$ cat src/include/acc_pkg.sv
// shared constants and types for the conversion control block
package acc_pkg;
   // result width
   localparam int DATA_W = 16;
   // clock rate in kHz, period 8 ns
   localparam int CLK_KHZ = 125000;
   // conversion phase length in ns and derived cycles (rounded down, at least one)
   localparam int CONV_NS = 700;
   localparam int CONV_CYC = (CONV_NS * CLK_KHZ / 1000000) < 1 ? 1 : (CONV_NS * CLK_KHZ / 1000000);
   // self-timed acquisition in the power-scaled mode, ns and cycles (rounded up)
   localparam int ACQ_NS = 800;
   localparam int ACQ_CYC = (ACQ_NS * CLK_KHZ + 999999) / 1000000;
   // counter width
   localparam int CNT_W = 12;
   // reset values
   localparam logic [DATA_W-1:0] RESULT_RST = 16'h0000;
   // mode encoding on the mode select port
   localparam logic [1:0] MODE_NORMAL = 2'h0;
   localparam logic [1:0] MODE_TOP_SPEED = 2'h1;
   localparam logic [1:0] MODE_POWER_SCALED = 2'h2;
   // position of the sign bit flipped for straight binary coding
   localparam int SIGN_BIT = 15;
   // position of the serial output on the shared data bus
   localparam int SER_BIT = 0;

   typedef enum logic [1:0] {ST_IDLE, ST_CONV, ST_ACQ} acc_state_type;
endpackage

$ cat src/hdl/acc_conversion_control.sv
// conversion sequencing, power scaling and output enable logic
`timescale 1ns/10ps
module acc_conversion_control
   import acc_pkg::*;
#(
   parameter int CONV_CYCLES = acc_pkg::CONV_CYC,
   parameter int ACQ_CYCLES = acc_pkg::ACQ_CYC
) (
   // clock, reset, enable
   input wire logic REF_CLK,
   input wire logic RESET_N,
   input wire logic CLK_EN,
   // conversion control
   input wire logic CONVERSION_START_N,
   input wire logic POWER_DOWN_INPUT,
   input wire logic [1:0] MODE_SELECT,
   // result from the decision array
   input wire logic [acc_pkg::DATA_W-1:0] DECISION_CODE,
   // interface configuration
   input wire logic OUTPUT_CODING_SELECT,
   input wire logic INTERFACE_TYPE_SELECT,
   input wire logic CS_N,
   input wire logic RD_N,
   input wire logic SER_SHIFT,
   // status
   output logic BUSY,
   output logic REDUCED_POWER,
   // shared data bus
   output logic [acc_pkg::DATA_W-1:0] DATA_OUT,
   output logic [acc_pkg::DATA_W-1:0] DATA_OE
);
   import acc_pkg::*;

   typedef struct packed {
      acc_state_type state;
      logic [CNT_W-1:0] cnt;
      logic start_n_d;
      logic busy;
      logic low_power;
      logic [DATA_W-1:0] result;
      logic [DATA_W-1:0] shifter;
      logic [DATA_W-1:0] dout;
      logic [DATA_W-1:0] oe;
   } acc_regs_type;

   acc_regs_type r_reg;
   acc_regs_type r_next;
   logic rst_meta_reg;
   logic rst_sync_reg;
   logic rst_n;
   logic start_fall;
   logic selected;
   logic [DATA_W-1:0] coded;

   // reset release through two flip-flops
   always_ff @(posedge REF_CLK or negedge RESET_N) begin
      if (!RESET_N) begin
         rst_meta_reg <= 1'b0;
         rst_sync_reg <= 1'b0;
      end else begin
         rst_meta_reg <= 1'b1;
         rst_sync_reg <= rst_meta_reg;
      end
   end
   assign rst_n = rst_sync_reg;

   // start edge, independent of the output controls
   assign start_fall = r_reg.start_n_d & ~CONVERSION_START_N;
   assign selected = ~CS_N & ~RD_N;
   // output coding: flip msb for straight binary
   assign coded = OUTPUT_CODING_SELECT ?
      {~DECISION_CODE[SIGN_BIT], DECISION_CODE[SIGN_BIT-1:0]} : DECISION_CODE;

   // next-state logic
   always_comb begin
      r_next = r_reg;
      r_next.start_n_d = CONVERSION_START_N;
      case (r_reg.state)
         ST_IDLE: begin
            // power-down only parks an idle or acquiring converter
            if (start_fall && !POWER_DOWN_INPUT) begin
               r_next.state = ST_CONV;
               r_next.cnt = '0;
               r_next.busy = 1'b1;
               r_next.low_power = 1'b0;
            end
         end
         ST_CONV: begin
            // runs to completion regardless of start or power-down
            if (r_reg.cnt == CNT_W'(CONV_CYCLES - 1)) begin
               r_next.result = coded;
               r_next.busy = 1'b0;
               r_next.cnt = '0;
               r_next.low_power = (MODE_SELECT == MODE_POWER_SCALED);
               r_next.state = (MODE_SELECT == MODE_POWER_SCALED) ? ST_ACQ : ST_IDLE;
            end else begin
               r_next.cnt = r_reg.cnt + CNT_W'(1);
            end
         end
         ST_ACQ: begin
            // self-timed acquisition, then relaunch while start stays low
            if (CONVERSION_START_N || POWER_DOWN_INPUT) begin
               r_next.state = ST_IDLE;
            end else if (r_reg.cnt == CNT_W'(ACQ_CYCLES - 1)) begin
               r_next.state = ST_CONV;
               r_next.cnt = '0;
               r_next.busy = 1'b1;
               r_next.low_power = 1'b0;
            end else begin
               r_next.cnt = r_reg.cnt + CNT_W'(1);
            end
         end
         default: begin
            r_next.state = ST_IDLE;
         end
      endcase
      // serial shifter loads the new result, shifts msb first on request
      if (r_reg.state == ST_CONV && r_next.state != ST_CONV) begin
         r_next.shifter = coded;
      end else if (selected && INTERFACE_TYPE_SELECT && SER_SHIFT) begin
         r_next.shifter = {r_reg.shifter[DATA_W-2:0], 1'b0};
      end
      // bus drive, live in every phase including acquisition
      r_next.oe = '0;
      r_next.dout = '0;
      if (selected) begin
         if (INTERFACE_TYPE_SELECT) begin
            r_next.oe[SER_BIT] = 1'b1;
            r_next.dout[SER_BIT] = r_next.shifter[DATA_W-1];
         end else begin
            r_next.oe = '1;
            r_next.dout = r_next.result;
         end
      end
   end

   // state register, frozen while the enable is low
   always_ff @(posedge REF_CLK or negedge rst_n) begin
      if (!rst_n) begin
         r_reg.state <= ST_IDLE;
         r_reg.cnt <= '0;
         r_reg.start_n_d <= 1'b1;
         r_reg.busy <= 1'b0;
         r_reg.low_power <= 1'b0;
         r_reg.result <= RESULT_RST;
         r_reg.shifter <= RESULT_RST;
         r_reg.dout <= '0;
         r_reg.oe <= '0;
      end else if (CLK_EN) begin
         r_reg <= r_next;
      end
   end

   assign BUSY = r_reg.busy;
   assign REDUCED_POWER = r_reg.low_power;
   assign DATA_OUT = r_reg.dout;
   assign DATA_OE = r_reg.oe;
endmodule // acc_conversion_control

$ cat config.mk
export PLATFORM = sky130hd
export DESIGN_NAME = acc_conversion_control
export DESIGN_NICKNAME = d
export VERILOG_FILES = /design/src/include/acc_pkg.sv /design/src/hdl/acc_conversion_control.sv
export SDC_FILE = /design/constraint.sdc
export NUM_CORES = 1
export LEC_CHECK = 0
export ABC_AREA = 1
export BUFFER_PORTS_ARGS = -buffer_cell sky130_fd_sc_hd__buf_2
export CAP_MARGIN = 20
export CORE_AREA = 2 2 96 98
export CTS_CLUSTER_DIAMETER = 30
export DETAILED_ROUTE_END_ITERATION = 10
export DIE_AREA = 0 0 98 100
export SETUP_SLACK_MARGIN = 0.2
export SYNTH_ARGS = -nofsm -noshare
export SYNTH_HDL_FRONTEND = slang
export SYNTH_SLANG_ARGS = --single-unit
$ cat constraint.sdc
create_clock -name REF_CLK -period 2.8 [get_ports REF_CLK]
set_input_delay 0.14 -clock REF_CLK [delete_from_list [all_inputs] [get_ports REF_CLK]]
set_output_delay 0.14 -clock REF_CLK [all_outputs]
set_load 0.01 [all_outputs]
# Yosys cells after proc, flatten, opt, wreduce, memory -nomap -nowiden
# Cells that the tools add are included.
# classes
add_sub_neg,1
n_mul,0
div,0
magnitude_cmp,0
eq_ne,10
shifts,0
n_mux,23
bitwise_logic,6
n_reduce_logical,12
# ops
op,count
16-bit two-way mux,4
12-bit two-way mux,3
12-bit one-hot mux with 3 select lines,1
32-bit two-way mux,1
15-bit two-way mux,2
12-bit by 7-bit == test with 1-bit output (second input constant),2
18-bit two-way mux,1
14-bit two-way mux,1
2-bit two-way mux,7
12-bit by 1-bit adder with 12-bit output (second input constant),1
2-bit one-hot mux with 3 select lines,2
2-bit != test (second input constant),4
6-bit AND reduction,1
2-bit == test (second input constant),2
1-bit logical AND,4
1-bit inverter,4
4-bit AND reduction,1
3-bit nonzero test,1
1-bit AND,2
2-bit by 1-bit == test with 1-bit output (second input constant),1
2-bit logical NOT,1
2-bit by 1-bit != test with 1-bit output (second input constant),1
2-bit AND reduction,1
2-bit nonzero test,1
3 further kinds,3
# word_totals
ff_bits,83
latchBits,0
mem_bits_rw,0
romBits,0
in_bits,28
word_cells,64
mem_count,0

# Depth between registers and ports, before layout
# Gate-level depths: netlist (run 1).
# logic_depth
depth_word,10
ltp_mapped,15

# Worst setup path after synthesis (run 1)
# OpenSTA, ideal clock, no wires.
# synth_timing
path_kind,register -> register
start,register r_reg[79] (netlist name)
end,register r_reg[39] (netlist name)
setup_time_ns,0.116
t_arrival_ns,1.795
required_ns,2.684
setup_slack_ns,0.888
stages_incl_launch_ff,13
cell_sequence,dfrtp_1 -> inv_1 -> ha_1 -> inv_1 -> nor3_1 -> nand3_1 -> nand2_1 -> nand3_2 -> o21ai_4 -> a21oi_2 -> buf_4 -> nand2_1 -> nand2_1
# synth_via
elab_chain_cells,7
# synth_lines
item,line,text
"start, declared",acc_conversion_control.sv:46,acc_regs_type r_reg;
"start signal, assigned",acc_conversion_control.sv:150,r_reg <= r_next;
2-bit two-way mux,acc_conversion_control.sv:104,end else if (r_reg.cnt == CNT_W'(ACQ_CYCLES - 1)) begin
2-bit two-way mux,acc_conversion_control.sv:102,if (CONVERSION_START_N || POWER_DOWN_INPUT) begin
2-bit one-hot mux with 3 select lines,acc_conversion_control.sv:78,case (r_reg.state)
2-bit by 1-bit != test with 1-bit output,acc_conversion_control.sv:118,if (r_reg.state == ST_CONV && r_next.state != ST_CONV) begin
1-bit logical AND *,acc_conversion_control.sv:118,
2-bit nonzero test (no source line),n/a,
2-bit AND reduction (no source line),n/a,
# Every way passes the cells marked *; elsewhere a longest branch is shown, timed or not. The select of a mux whose other input is x is not followed.
# A chain may end at the register's enable or synchronous reset.

# Worst setup path after layout (run 1)
# layout_timing
start,register r_reg[79] (netlist name)
end,register r_reg[43] (netlist name)
# The elaborated chain is that of the path after synthesis.

==> run metrics, run 1 <==
Clock Power Share 0.321; Bufs and invs on worst path 2; Worst VDD drop around 0.00036 V; P per Cell Area 713 nW/um^2; post-synthesis xor/xnor area fraction 0.0205; Worst-path clk slew about 0.070 ns; CTS tree done; core area ~8900 sq um; setup TNS 0 ns; Final Critical Period 2.31 ns; Mapped Cells roughly 480; max reg flops between 40 and 50; gpl congestion approximately 0.80; Hold Fails Final Rpt 0; register area share after synthesis 0.450; WL/cell 13.1 um; Worst Tran Pin Value ~0.9 ns; Worst Setup SP r_reg[79]; crit path launch type flip-flop; worst path arrival time 2.60 ns; Layout fillers ~870; placed cells 610; Post-Layout Cell Count 631; CP max FO 14; top_reg_cell synth dfrtp_1; Rows 35; vias 3,052; post-cts resize count 0; CP peak stage delay roughly 0.54 ns; clock skew 0.00684 ns; final instance area 4290 sq um; chip width ~98 um; Worst Slack Setup Final around 0.49 ns; footprint of the multi-input gates 1610 sq um; H-Tree Depth 3; share of cells above drive strength 1 0.210; DR iter-0 viols approximately 160; drt drc 0; max-cap check violation count 0; DIE AREA between 9000 and 10,000 sq um; post-synthesis mux area share 0.0365; Hold Path Class in -> reg; crit path cell chain inv_1 -> ha_1 -> inv_1 -> nor3_1 -> nand2_1 -> nand2_1 -> nand2_1 -> nand2_2 -> o21ai_4 -> a21oi_2 -> nand2_1 -> nand2_1; Sw Share 0.337; placed instance area 4010 sq um; Async SR Flop Fraction 1.00; Reg area between 1500 and 2000 sq um; clock root cell clkbuf_8; CTS sink count between 60 and 70; Max-slew headroom 0.397; Worst-Skew Late Latency approximately 0.35 ns; most numerous cell in the Yosys netlist nand2_1; Synth cell types 32; Avg Cell Area, Syn between 7 and 8 sq um; Ant. Diodes 0; initial antenna violation count 0; most frequent cells after synthesis nand2_1, dfrtp_1, inv_1; power share of the sequential group 0.404; leak pwr approximately 2.1 nW; syn nets between 500 and 600; gr usage total 0.181; CTS Buf Count 9; largest area contributor in the netlist dfrtp_1; crit path kind reg -> reg; simple-gate share of the synthesized area 0.260; number of I/O pins just over 60; P_sw around 1.0 mW; Clock Tree Buf Depth 2; crit-path most repeated cell nand2_1; Adder-Cell Fraction of Synth Area 0.0195; Initial Utilization 0.432; Post-Route WL between 8000 and 9000 um; WP data required just over 3 ns; largest cells by area after synthesis dfrtp_1, nand2_1, buf_4, nand3_1, o21ai_0; post-route ant nets 0; Post-synth EDFFs 0; f_max between 400 and 500 MHz; drt pass-1 iters 4; worst hold start CONVERSION_START_N; Setup-failing EPs final 0; first-pass GRT wire length 14,300 um; final slew viol count 0; RR Startpoint r_reg[79]; die height 100 um; vias per cell 4.84; Power Internal slightly above 2 mW; synthesized flop and latch total a little under 70; outcome finished clean; total grt overflow 0; critical path's top delay family simple AND/OR/NAND/NOR gates; Synth Area in Compound Gates 0.0817; Worst path slowest cell a21oi_2; Combinational Power Share 0.275; Pwr Total ~3.1 mW; Synthesis Warnings 0; Nets 549; largest family of logic cells by synthesized area simple AND/OR/NAND/NOR gates; vias in the first global route just under 3,000; top cell type's share of synthesized area 0.443; largest net degree at the start of global routing 42; crit end category flip-flop; Area Growth Syn to Fin 11.6%; Cell Area, Synth a little under 4000 sq um; unrepaired setup endpoints after global routing no; post-detail-place hpwl around 5700 um; Tcrit/Tclk final 0.826; Buffers on Ports 61; pre-CTS setup slack between 0.4 and 0.5 ns
[what timing repair did]
item | 4_1_cts | 5_1_grt
setup buffers | 0 | 4
hold buffers | 1 | 0
hold endpoints to repair | 2 | 0
endpoints found under the setup margin | 0 | 15
[per-layer routing]
layer | routed length (um) | up-vias | track usage
li1 | - | 1558 | -
met1 | 3990 | 1438 | 0.247
met2 | 3810 | 45 | 0.285
met3 | 321 | 11 | 0.0439
met4 | 114 | 0 | 0.0641
met5 | 0 | - | 0
[per-stage QoR]
step           hold slack, ns  utilization
2_1_floorplan          -0.156            -
3_3_place_gp          -0.0752        0.451
3_5_place_dp          -0.0725        0.451
4_1_cts                0.0131        0.479
5_1_grt                0.0179        0.482
6_report               0.0262        0.482
[worst register-to-register path, stage by stage (launching register included)]
cell and delay [ns]:
dfrtp_1 0.41, inv_1 0.11, ha_1 0.18, inv_1 0.06, nor3_1 0.30, nand2_1 0.11
nand2_1 0.07, nand2_1 0.06, nand2_2 0.11, o21ai_4 0.10, a21oi_2 0.54, nand2_1 0.12
nand2_1 0.09
[kinds of logic after synthesis]
logic type / Yosys count
compound gates: 51
simple gates: 237
other cells: 1
buf+inv: 95
xor+xnor: 9
fa+ha+maj: 6
flops: 69
mux: 14
[worst paths after layout]
path                       slack (ns)  cells past startpoint        end
max                              0.49                     12  r_reg[43]
min                              0.03                      3  r_reg[66]
max reg2reg                      0.49                     12  r_reg[43]
min reg2reg                      0.36                      0      rst_n
max in group asynchronous        1.63                      1  r_reg[62]
min in group asynchronous        0.09                      2      rst_n
[power groups by stage]
stage / sequential (mW) / clock (mW) / combinational, mW
after global routing: 1.26 / 1.06 / 0.960
after global placement: 1.25 / 0 / 0.786
final: 1.24 / 0.980 / 0.842
after detailed placement: 1.25 / 0 / 0.805
after floorplan: 1.23 / 0 / 0.637
after CTS: 1.23 / 1.01 / 0.808
[cell type report]
| type | count | area share |
|---|---|---|
| clock buffer | 10 | 0.0298 |
| sequential | 69 | 0.403 |
| clock inverter | 6 | 0.0260 |
| tap | 111 | 0.0324 |
| multi-input combinational | 318 | 0.375 |
| inverter | 42 | 0.0368 |
| timing repair buffer | 75 | 0.0963 |
[cells in the final DEF, fill, tap and decap left out]
master / synthesis / final
clkbuf_1: 10 / 1
nor3_2: 1 / 1
nand2_1: 146 / 146
xor2_1: 8 / 8
conb_1: 1 / 1
a21oi_2: 1 / 1
nand3_2: 2 / 2
clkinvlp_4: 0 / 1
nor3_1: 4 / 4
dlygate4sd3_1: 0 / 1
o21ai_0: 29 / 29
inv_1: 38 / 38
nand3_1: 35 / 35
bufinv_16: 0 / 3
clkbuf_8: 0 / 9
dfstp_2: 1 / 1
buf_4: 36 / 13
nor4_1: 1 / 1
buf_2: 5 / 61
o21ai_4: 1 / 1
dfrtp_2: 0 / 1
o41ai_1: 1 / 1
a22oi_1: 16 / 16
nor2_1: 37 / 37
nor2_4: 2 / 2
inv_2: 4 / 4
mux2i_1: 14 / 14
clkinv_2: 0 / 1
xnor2_1: 1 / 1
dfrtp_1: 68 / 67
nand4_1: 1 / 1
nand2_2: 5 / 5
a21oi_1: 3 / 3
and3_1: 1 / 1
nor2_2: 2 / 2
inv_6: 0 / 1
ha_1: 6 / 6
Note: power is estimated with default switching activity, not from simulation.
==> inputs of run 2 (changes only) <==
--- a/config.mk
+++ b/config.mk
@@ -5,7 +5,7 @@
 export SDC_FILE = /design/constraint.sdc
 export NUM_CORES = 1
 export LEC_CHECK = 0
-export ABC_AREA = 1
+export ABC_AREA = 0
 export BUFFER_PORTS_ARGS = -buffer_cell sky130_fd_sc_hd__buf_2
 export CAP_MARGIN = 20
 export CORE_AREA = 2 2 96 98
==> constraint.sdc (replaced) <==
create_clock -name REF_CLK -period 2.24 [get_ports REF_CLK]
set_input_delay 0.112 -clock REF_CLK [delete_from_list [all_inputs] [get_ports REF_CLK]]
set_output_delay 0.112 -clock REF_CLK [all_outputs]
set_load 0.01 [all_outputs]
==> run 2 against run 1 <==
Net effect:
- the run now ends with negative setup slack left
- cell area is 10% higher
- via count grew 0.23%
- critical path depth fell by 5
- sequential power grew 26%
- count of clock-buffer cells in the layout fell by 1
- area after synthesis rose by 0.62%
- combinational power grew 95%
- die area unchanged
- sequential share of layout area is 3.8 points lower
- largest cell class is now multi-input gates
- largest power group is now combinational cells
==> run metrics, run 2 <==
outcome complete, but fails checks; failing checks negative setup slack; r2r setup slk -0.04 ns (-0.53 ns); Worst path slowest cell or4bb_4; Pwr Total 4.22 mW (+38%); Initial Utilization 0.435 (+0.00267); most frequent cells after synthesis dfrtp_1, a21oi_1, nor2_1; max reg flops 47 (unchanged); worst path arrival time 2.51 ns (-0.09 ns); Final Critical Period 2.28 ns (-0.0314 ns); WP data required 2.47 ns (-0.61 ns); Layout fillers 825 (-4.8%); vias in the first global route 2,975 (-0.30%); H-Tree Depth 3 (unchanged); max-cap check violation count 0 (unchanged); clock root cell clkbuf_8; CTS Buf Count 9 (unchanged); post-route ant nets 0 (unchanged); total grt overflow 0 (unchanged); largest cells by area after synthesis dfrtp_1, buf_4, a21oi_1, mux2_2, nor2_1; first-pass GRT wire length 14,600 um (+2.5%); Worst VDD drop 0.000394 V (+10%); Post-synth EDFFs 0 (unchanged); drt pass-1 iters 4 (unchanged); Post-Route WL 8820 um (+7.1%); CTS tree done; DR iter-0 viols 155 (-1.9%); CP peak stage delay 0.50 ns (-0.04 ns); crit end category flip-flop; DIE AREA 9800 sq um (unchanged); Worst-Skew Late Latency 0.35 ns (about the same); worst hold start DECISION_CODE[8]; most numerous cell in the Yosys netlist dfrtp_1; Mapped Cells 391 (-19%); core area 8890 sq um (unchanged); most common cell after layout, fill and taps aside dfrtp_1; Rows 35 (unchanged); Setup-failing EPs final 16 (+16); Tcrit/Tclk final 1.02 (+0.193); Reg area 1730 sq um (unchanged); vias 3,059 (+0.23%); Fin Hold WS 0.0208 ns (-0.00547 ns); final slew viol count 0 (unchanged); top cell type's share of synthesized area 0.440 (-0.00272); Cell Area, Synth 3870 sq um (+0.62%); RR Startpoint r_reg[68]; Worst-path clk slew 0.08 ns (about the same); initial antenna violation count 0 (unchanged); vias per cell 5.32 (+10%); pre-CTS setup slack -0.281 ns (-0.697 ns); Area Growth Syn to Fin 22.5%; crit path kind reg -> reg; largest net degree at the start of global routing 68 (+62%); Buffers on Ports 61 (unchanged); Bufs and invs on worst path 1 (-1); Hold Path Sink r_reg[56]; P per Cell Area 892 nW/um^2 (+25%); leak pwr 2.27 nW (+6.0%); critical path's top delay family simple AND/OR/NAND/NOR gates; Synthesis Warnings 0 (unchanged); Hold Fails Final Rpt 0 (unchanged); footprint of the multi-input gates 1830 sq um (+14%); WHS Path Cells 2 (-1); Synth cell types 60 (+88%); Hold Path Class in -> reg; post-detail-place hpwl 5990 um (+4.6%); share of cells above drive strength 1 0.381 (+0.172); CTS sink count 69 (unchanged); Nets 493 (-10%); Clock Tree Buf Depth 2 (unchanged); Async SR Flop Fraction 1.00 (unchanged); CP max FO 15 (+1); WL/cell 15.3 um (+18%); largest area contributor in the netlist dfrtp_1; number of I/O pins 62 (unchanged); clock skew 0.00709 ns (+0.000250 ns); crit path cell chain ha_2 -> or4bb_4 -> nor4b_4 -> o211ai_4 -> o31ai_4 -> buf_12 -> a221oi_1; most frequent cells in the layout dfrtp_1, buf_2, a21oi_1, buf_4, nor2_1; top_reg_cell synth dfrtp_1; Reg2Reg Depth 7 (-5); Ant. Diodes 0 (unchanged); f_max 438 MHz (+1.4%); gpl congestion 0.832 (+4.3%); reg2reg end r_reg[42]; chip width 98 um (unchanged); syn nets 425 (-18%); crit path launch type flip-flop; die height 100 um (unchanged); unrepaired setup endpoints after global routing yes; drt drc 0 (unchanged); gr usage total 0.187 (+0.00598); register area share after synthesis 0.447 (-0.00277); Avg Cell Area, Syn 9.89 sq um (+24%); synthesized flop and latch total 69 (unchanged); Worst Slack Setup Final -0.0427 ns (-0.529 ns)
-- run 2: power breakdown --
part	leakage, nW	internal, mW	switching (mW)
clock	0.0918	0.517	0.510
sequential	0.879	1.44	0.114
combinational	1.30	0.763	0.876
total	2.27	2.72	1.50
-- run 2: worst reg2reg max path, stage by stage (launching register included) --
cell and delay [ns]:
dfrtp_1 0.38, ha_2 0.18, or4bb_4 0.50, nor4b_4 0.44, o211ai_4 0.15, o31ai_4 0.24
buf_12 0.19, a221oi_1 0.09
-- run 2: cells by family (layout without fill, tap and decap cells) --
family,Yosys count,count (layout),synth area share
muxes,26,26,0.0718
and+or+nand+nor,100,100,0.150
other,1,1,0.000970
AOI/OAI and AO/OA,98,98,0.180
xor gates and xnor gates,7,7,0.0159
DFF,69,69,0.447
buffers and inverters,84,157,0.116
adders and majority gates,6,6,0.0194
-- run 2: cell type report --
cell class	instances	area share
multi-input combinational	238	0.387
sequential	69	0.365
timing repair buffer	108	0.150
tap	111	0.0293
clock buffer	9	0.0262
inverter	33	0.0262
clock inverter	7	0.0159
-- run 2: worst max path at each step --
stage / endpoint / startpoint / slack, ns / cells past startpoint
floorplan: r_reg[38] / r_reg[67] / -0.03 / 7
global placement: r_reg[43] / r_reg[67] / -0.21 / 6
detailed placement: r_reg[39] / r_reg[67] / -0.28 / 6
CTS: r_reg[39] / r_reg[75] / -0.02 / 5
global route: r_reg[39] / r_reg[67] / -0.14 / 7
finish: r_reg[42] / r_reg[68] / -0.04 / 7
-- run 2: routing by layer --
| layer | wire, um | share of wire | GRT usage | vias up |
|---|---|---|---|---|
| met1 | 4010 | 0.45 | 0.255 | 1491 |
| met2 | 4200 | 0.48 | 0.298 | 75 |
| li1 | - | - | - | 1487 |
| met5 | 0 | 0 | 0 | - |
| met4 | 79 | 0.0090 | 0.0534 | 0 |
| met3 | 537 | 0.061 | 0.0474 | 6 |
-- run 2: through the flow --
step           instances   util  setup TNS, ns  area (sq um)
6_report             575  0.533         -0.443          4730
4_1_cts              572  0.525        -0.0521          4670
3_5_place_dp         550  0.487          -3.39          4330
3_3_place_gp         550  0.487          -2.55          4330
2_1_floorplan        391      -         -0.220          3910
5_1_grt              575  0.533          -1.93          4730
-- run 2: what timing repair did --
action	in CTS	in global routing
setup endpoints to repair	40	43
hold endpoints to repair	3	0
hold buffers	2	0
setup buffers	3	3
pin swaps	15	4
cloned	1	0
resized for setup	20	7
==> inputs of run 3 (changes only) <==
--- a/config.mk
+++ b/config.mk
@@ -8,10 +8,11 @@
 export ABC_AREA = 0
 export BUFFER_PORTS_ARGS = -buffer_cell sky130_fd_sc_hd__buf_2
 export CAP_MARGIN = 20
-export CORE_AREA = 2 2 96 98
+export CORE_AREA = 2 2 86 88
 export CTS_CLUSTER_DIAMETER = 30
 export DETAILED_ROUTE_END_ITERATION = 10
-export DIE_AREA = 0 0 98 100
+export DIE_AREA = 0 0 88 90
+export PLACE_DENSITY = 0.78
 export SETUP_SLACK_MARGIN = 0.2
 export SYNTH_ARGS = -nofsm -noshare
 export SYNTH_HDL_FRONTEND = slang
==> run 3 against run 2 <==
Net effect:
- the flow still finishes with violations (negative setup slack)
- sequential share of layout area hardly changed
- count of clock-buffer cells in the layout grew 1
- worst setup slack lost 0.069 ns
- cell area decreased by 0.13%
- flip-flop and latch count did not move
- wire length down 0.31%
- clock power about the same
- register-to-register slack worse by 0.07 ns
- global-route usage increased by 4.8 points
- utilization rose by 14 points
- maximum frequency decreased by 2.9%
- largest cell class unchanged
==> run metrics, run 3 (same netlist as run 2, synthesis figures left out) <==
outcome complete, but fails checks; failing checks negative setup slack; crit-path most repeated cell buf_4; CTS sink count 69 (unchanged); crit path launch type flip-flop; Worst path slowest cell or4_4; WHS Path Cells 2 (unchanged); CP peak stage delay 0.61 ns (+0.11 ns); clock root cell clkbuf_8; reg2reg end r_reg[41]; Ant. Diodes 0 (unchanged); most frequent cells in the layout dfrtp_1, buf_2, a21oi_1, buf_4, nor2_1; Max-slew headroom 0.586; crit end category flip-flop; gpl congestion 0.882 (+5.9%); first-pass GRT wire length 14,600 um (-0.56%); pre-CTS setup slack -0.113 ns (+0.168 ns); crit path cell chain or4_4 -> buf_4 -> o311ai_4 -> buf_4 -> o211ai_4 -> o31ai_4 -> buf_12 -> a221oi_1; Hold Path Class in -> reg; Buffers on Ports 61 (unchanged); Layout fillers 527 (-36%); Nets 495 (+0.41%); CTS Buf Count 9 (unchanged); most common cell after layout, fill and taps aside dfrtp_1; chip width 88 um (-10%); GRT busiest layer met2; Fin Hold WS 0.0135 ns (-0.00727 ns); Post-Layout Cell Count 565 (-1.7%); Hold Fails Final Rpt 0 (unchanged); crit path kind reg -> reg; total grt overflow 0 (unchanged); fin util 0.673 (+0.141); Clock Tree Buf Depth 2 (unchanged); max reg flops 47 (unchanged); leak pwr 2.30 nW (+1.5%); Final Critical Period 2.35 ns (+0.0691 ns); drt drc 0 (unchanged); Tcrit/Tclk final 1.05 (+0.0309); WL/cell 15.6 um (+1.5%); Initial Utilization 0.551 (+0.116); Reg2Reg Depth 8 (+1); Area Growth Syn to Fin 22.3%; initial antenna violation count 0 (unchanged); Worst VDD drop 0.000458 V (+16%); die height 90 um (-10%); clock skew 0.00732 ns (+0.000232 ns); max-cap check violation count 0 (unchanged); H-Tree Depth 3 (unchanged); Worst Slack Setup Final -0.112 ns (-0.0691 ns); unrepaired setup endpoints after global routing yes; vias in the first global route 3,143 (+5.6%); gr usage total 0.235 (+0.0477); vias 3,151 (+3.0%); CP max FO 15 (unchanged); largest net degree at the start of global routing 44 (-35%); WP data required 2.46 ns (about the same); Worst-path clk slew 0.08 ns (about the same); Worst Tran Pin Value about 0.62 ns; core area 7020 sq um (-21%); setup TNS -1.53 ns (-1.08 ns); placed instance area 4300 sq um (-0.58%); final instance area 4730 sq um (-0.13%); post-route ant nets 0 (unchanged); RR Startpoint r_reg[77]; routing usage on met2 0.367 (+0.0692); share of cells above drive strength 1 0.382 (+0.000509); r2r setup slk -0.11 ns (-0.07 ns); Post-Route WL 8800 um (-0.31%); Worst-Skew Late Latency 0.35 ns (about the same); DIE AREA 7920 sq um (-19%); drt pass-1 iters 4 (unchanged); placed cells 535 (-2.7%); post-detail-place hpwl 5960 um (-0.45%); Hold Path Sink DATA_OUT[15]; P per Cell Area 892 nW/um^2 (about the same); worst hold start INTERFACE_TYPE_SELECT; CTS tree done; Setup-failing EPs final 16 (unchanged); grt met3 use 0.0358 (-0.0115); worst path arrival time 2.57 ns (+0.06 ns); Rows 31 (-11%); met1 Usage GRT 0.315 (+0.0601); final slew viol count 0 (unchanged); Pwr Total 4.22 mW (about the same); number of I/O pins 62 (unchanged); vias per cell 5.58 (+4.8%); f_max 425 MHz (-2.9%); DR iter-0 viols 186 (+20%)
## run 3: cell types whose count changed in the layout (fill, tap and decap cells not counted), sizes merged
| cell | change |
|---|---|
| clkbuf | +1 |
| clkinv | -1 |
| buf | +2 |
| a211o | +1 |
| dlygate4sd3 | -1 |
## run 3: area by class of cell
cell class / count / area (sq um) / area share
clock inverters: 6 / 70.1 / 0.0148
flip-flops and latches: 69 / 1730 / 0.366
repair buffers: 109 / 713 / 0.151
multi-input cells: 239 / 1830 / 0.387
inverters: 33 / 124 / 0.0262
clock buffers: 10 / 138 / 0.0291
well taps: 99 / 124 / 0.0262
## run 3: repair_timing
item	4_1_cts	5_1_grt
buffers inserted	8	4
endpoints found under the setup margin	29	43
hold buffers	1	0
gates resized for setup	17	7
pin swaps	9	2
gates cloned	1	0
endpoints found under the hold margin	2	0
## run 3: worst max-delay path: cells and delay by family (launching register included)
family / cells / cell delay, ns
AND/OR/NAND/NOR: 1 / 0.61
flip-flops: 1 / 0.41
AO/OA/AOI/OAI: 4 / 0.67
buffers and inverters: 3 / 0.53
## run 3: metal layers
metal  wire length, um  share of wire  vias to the layer above
met4               221          0.025                        0
li1                  -              -                     1500
met3               357          0.041                       23
met5                 0              0                        -
met2              4320           0.49                       94
met1              3900           0.44                     1534
## run 3: how the worst max path moves through the flow
| stage | cells past startpoint | slack, ns | end | start |
|---|---|---|---|---|
| floorplan | 7 | -0.03 | r_reg[38] | r_reg[67] |
| global placement | 7 | -0.002 | r_reg[41] | r_reg[68] |
| detailed placement | 7 | -0.11 | r_reg[38] | r_reg[68] |
| CTS | 8 | -0.07 | r_reg[38] | r_reg[68] |
| global route | 7 | -0.19 | r_reg[39] | r_reg[77] |
| finish | 8 | -0.11 | r_reg[41] | r_reg[77] |
## run 3: where the power goes
group | internal (mW) | switching (mW) | leakage [nW]
Clock | 0.550 | 0.510 | 0.0951
Combinational | 0.741 | 0.851 | 1.33
Sequential | 1.44 | 0.127 | 0.879
Total | 2.73 | 1.49 | 2.30
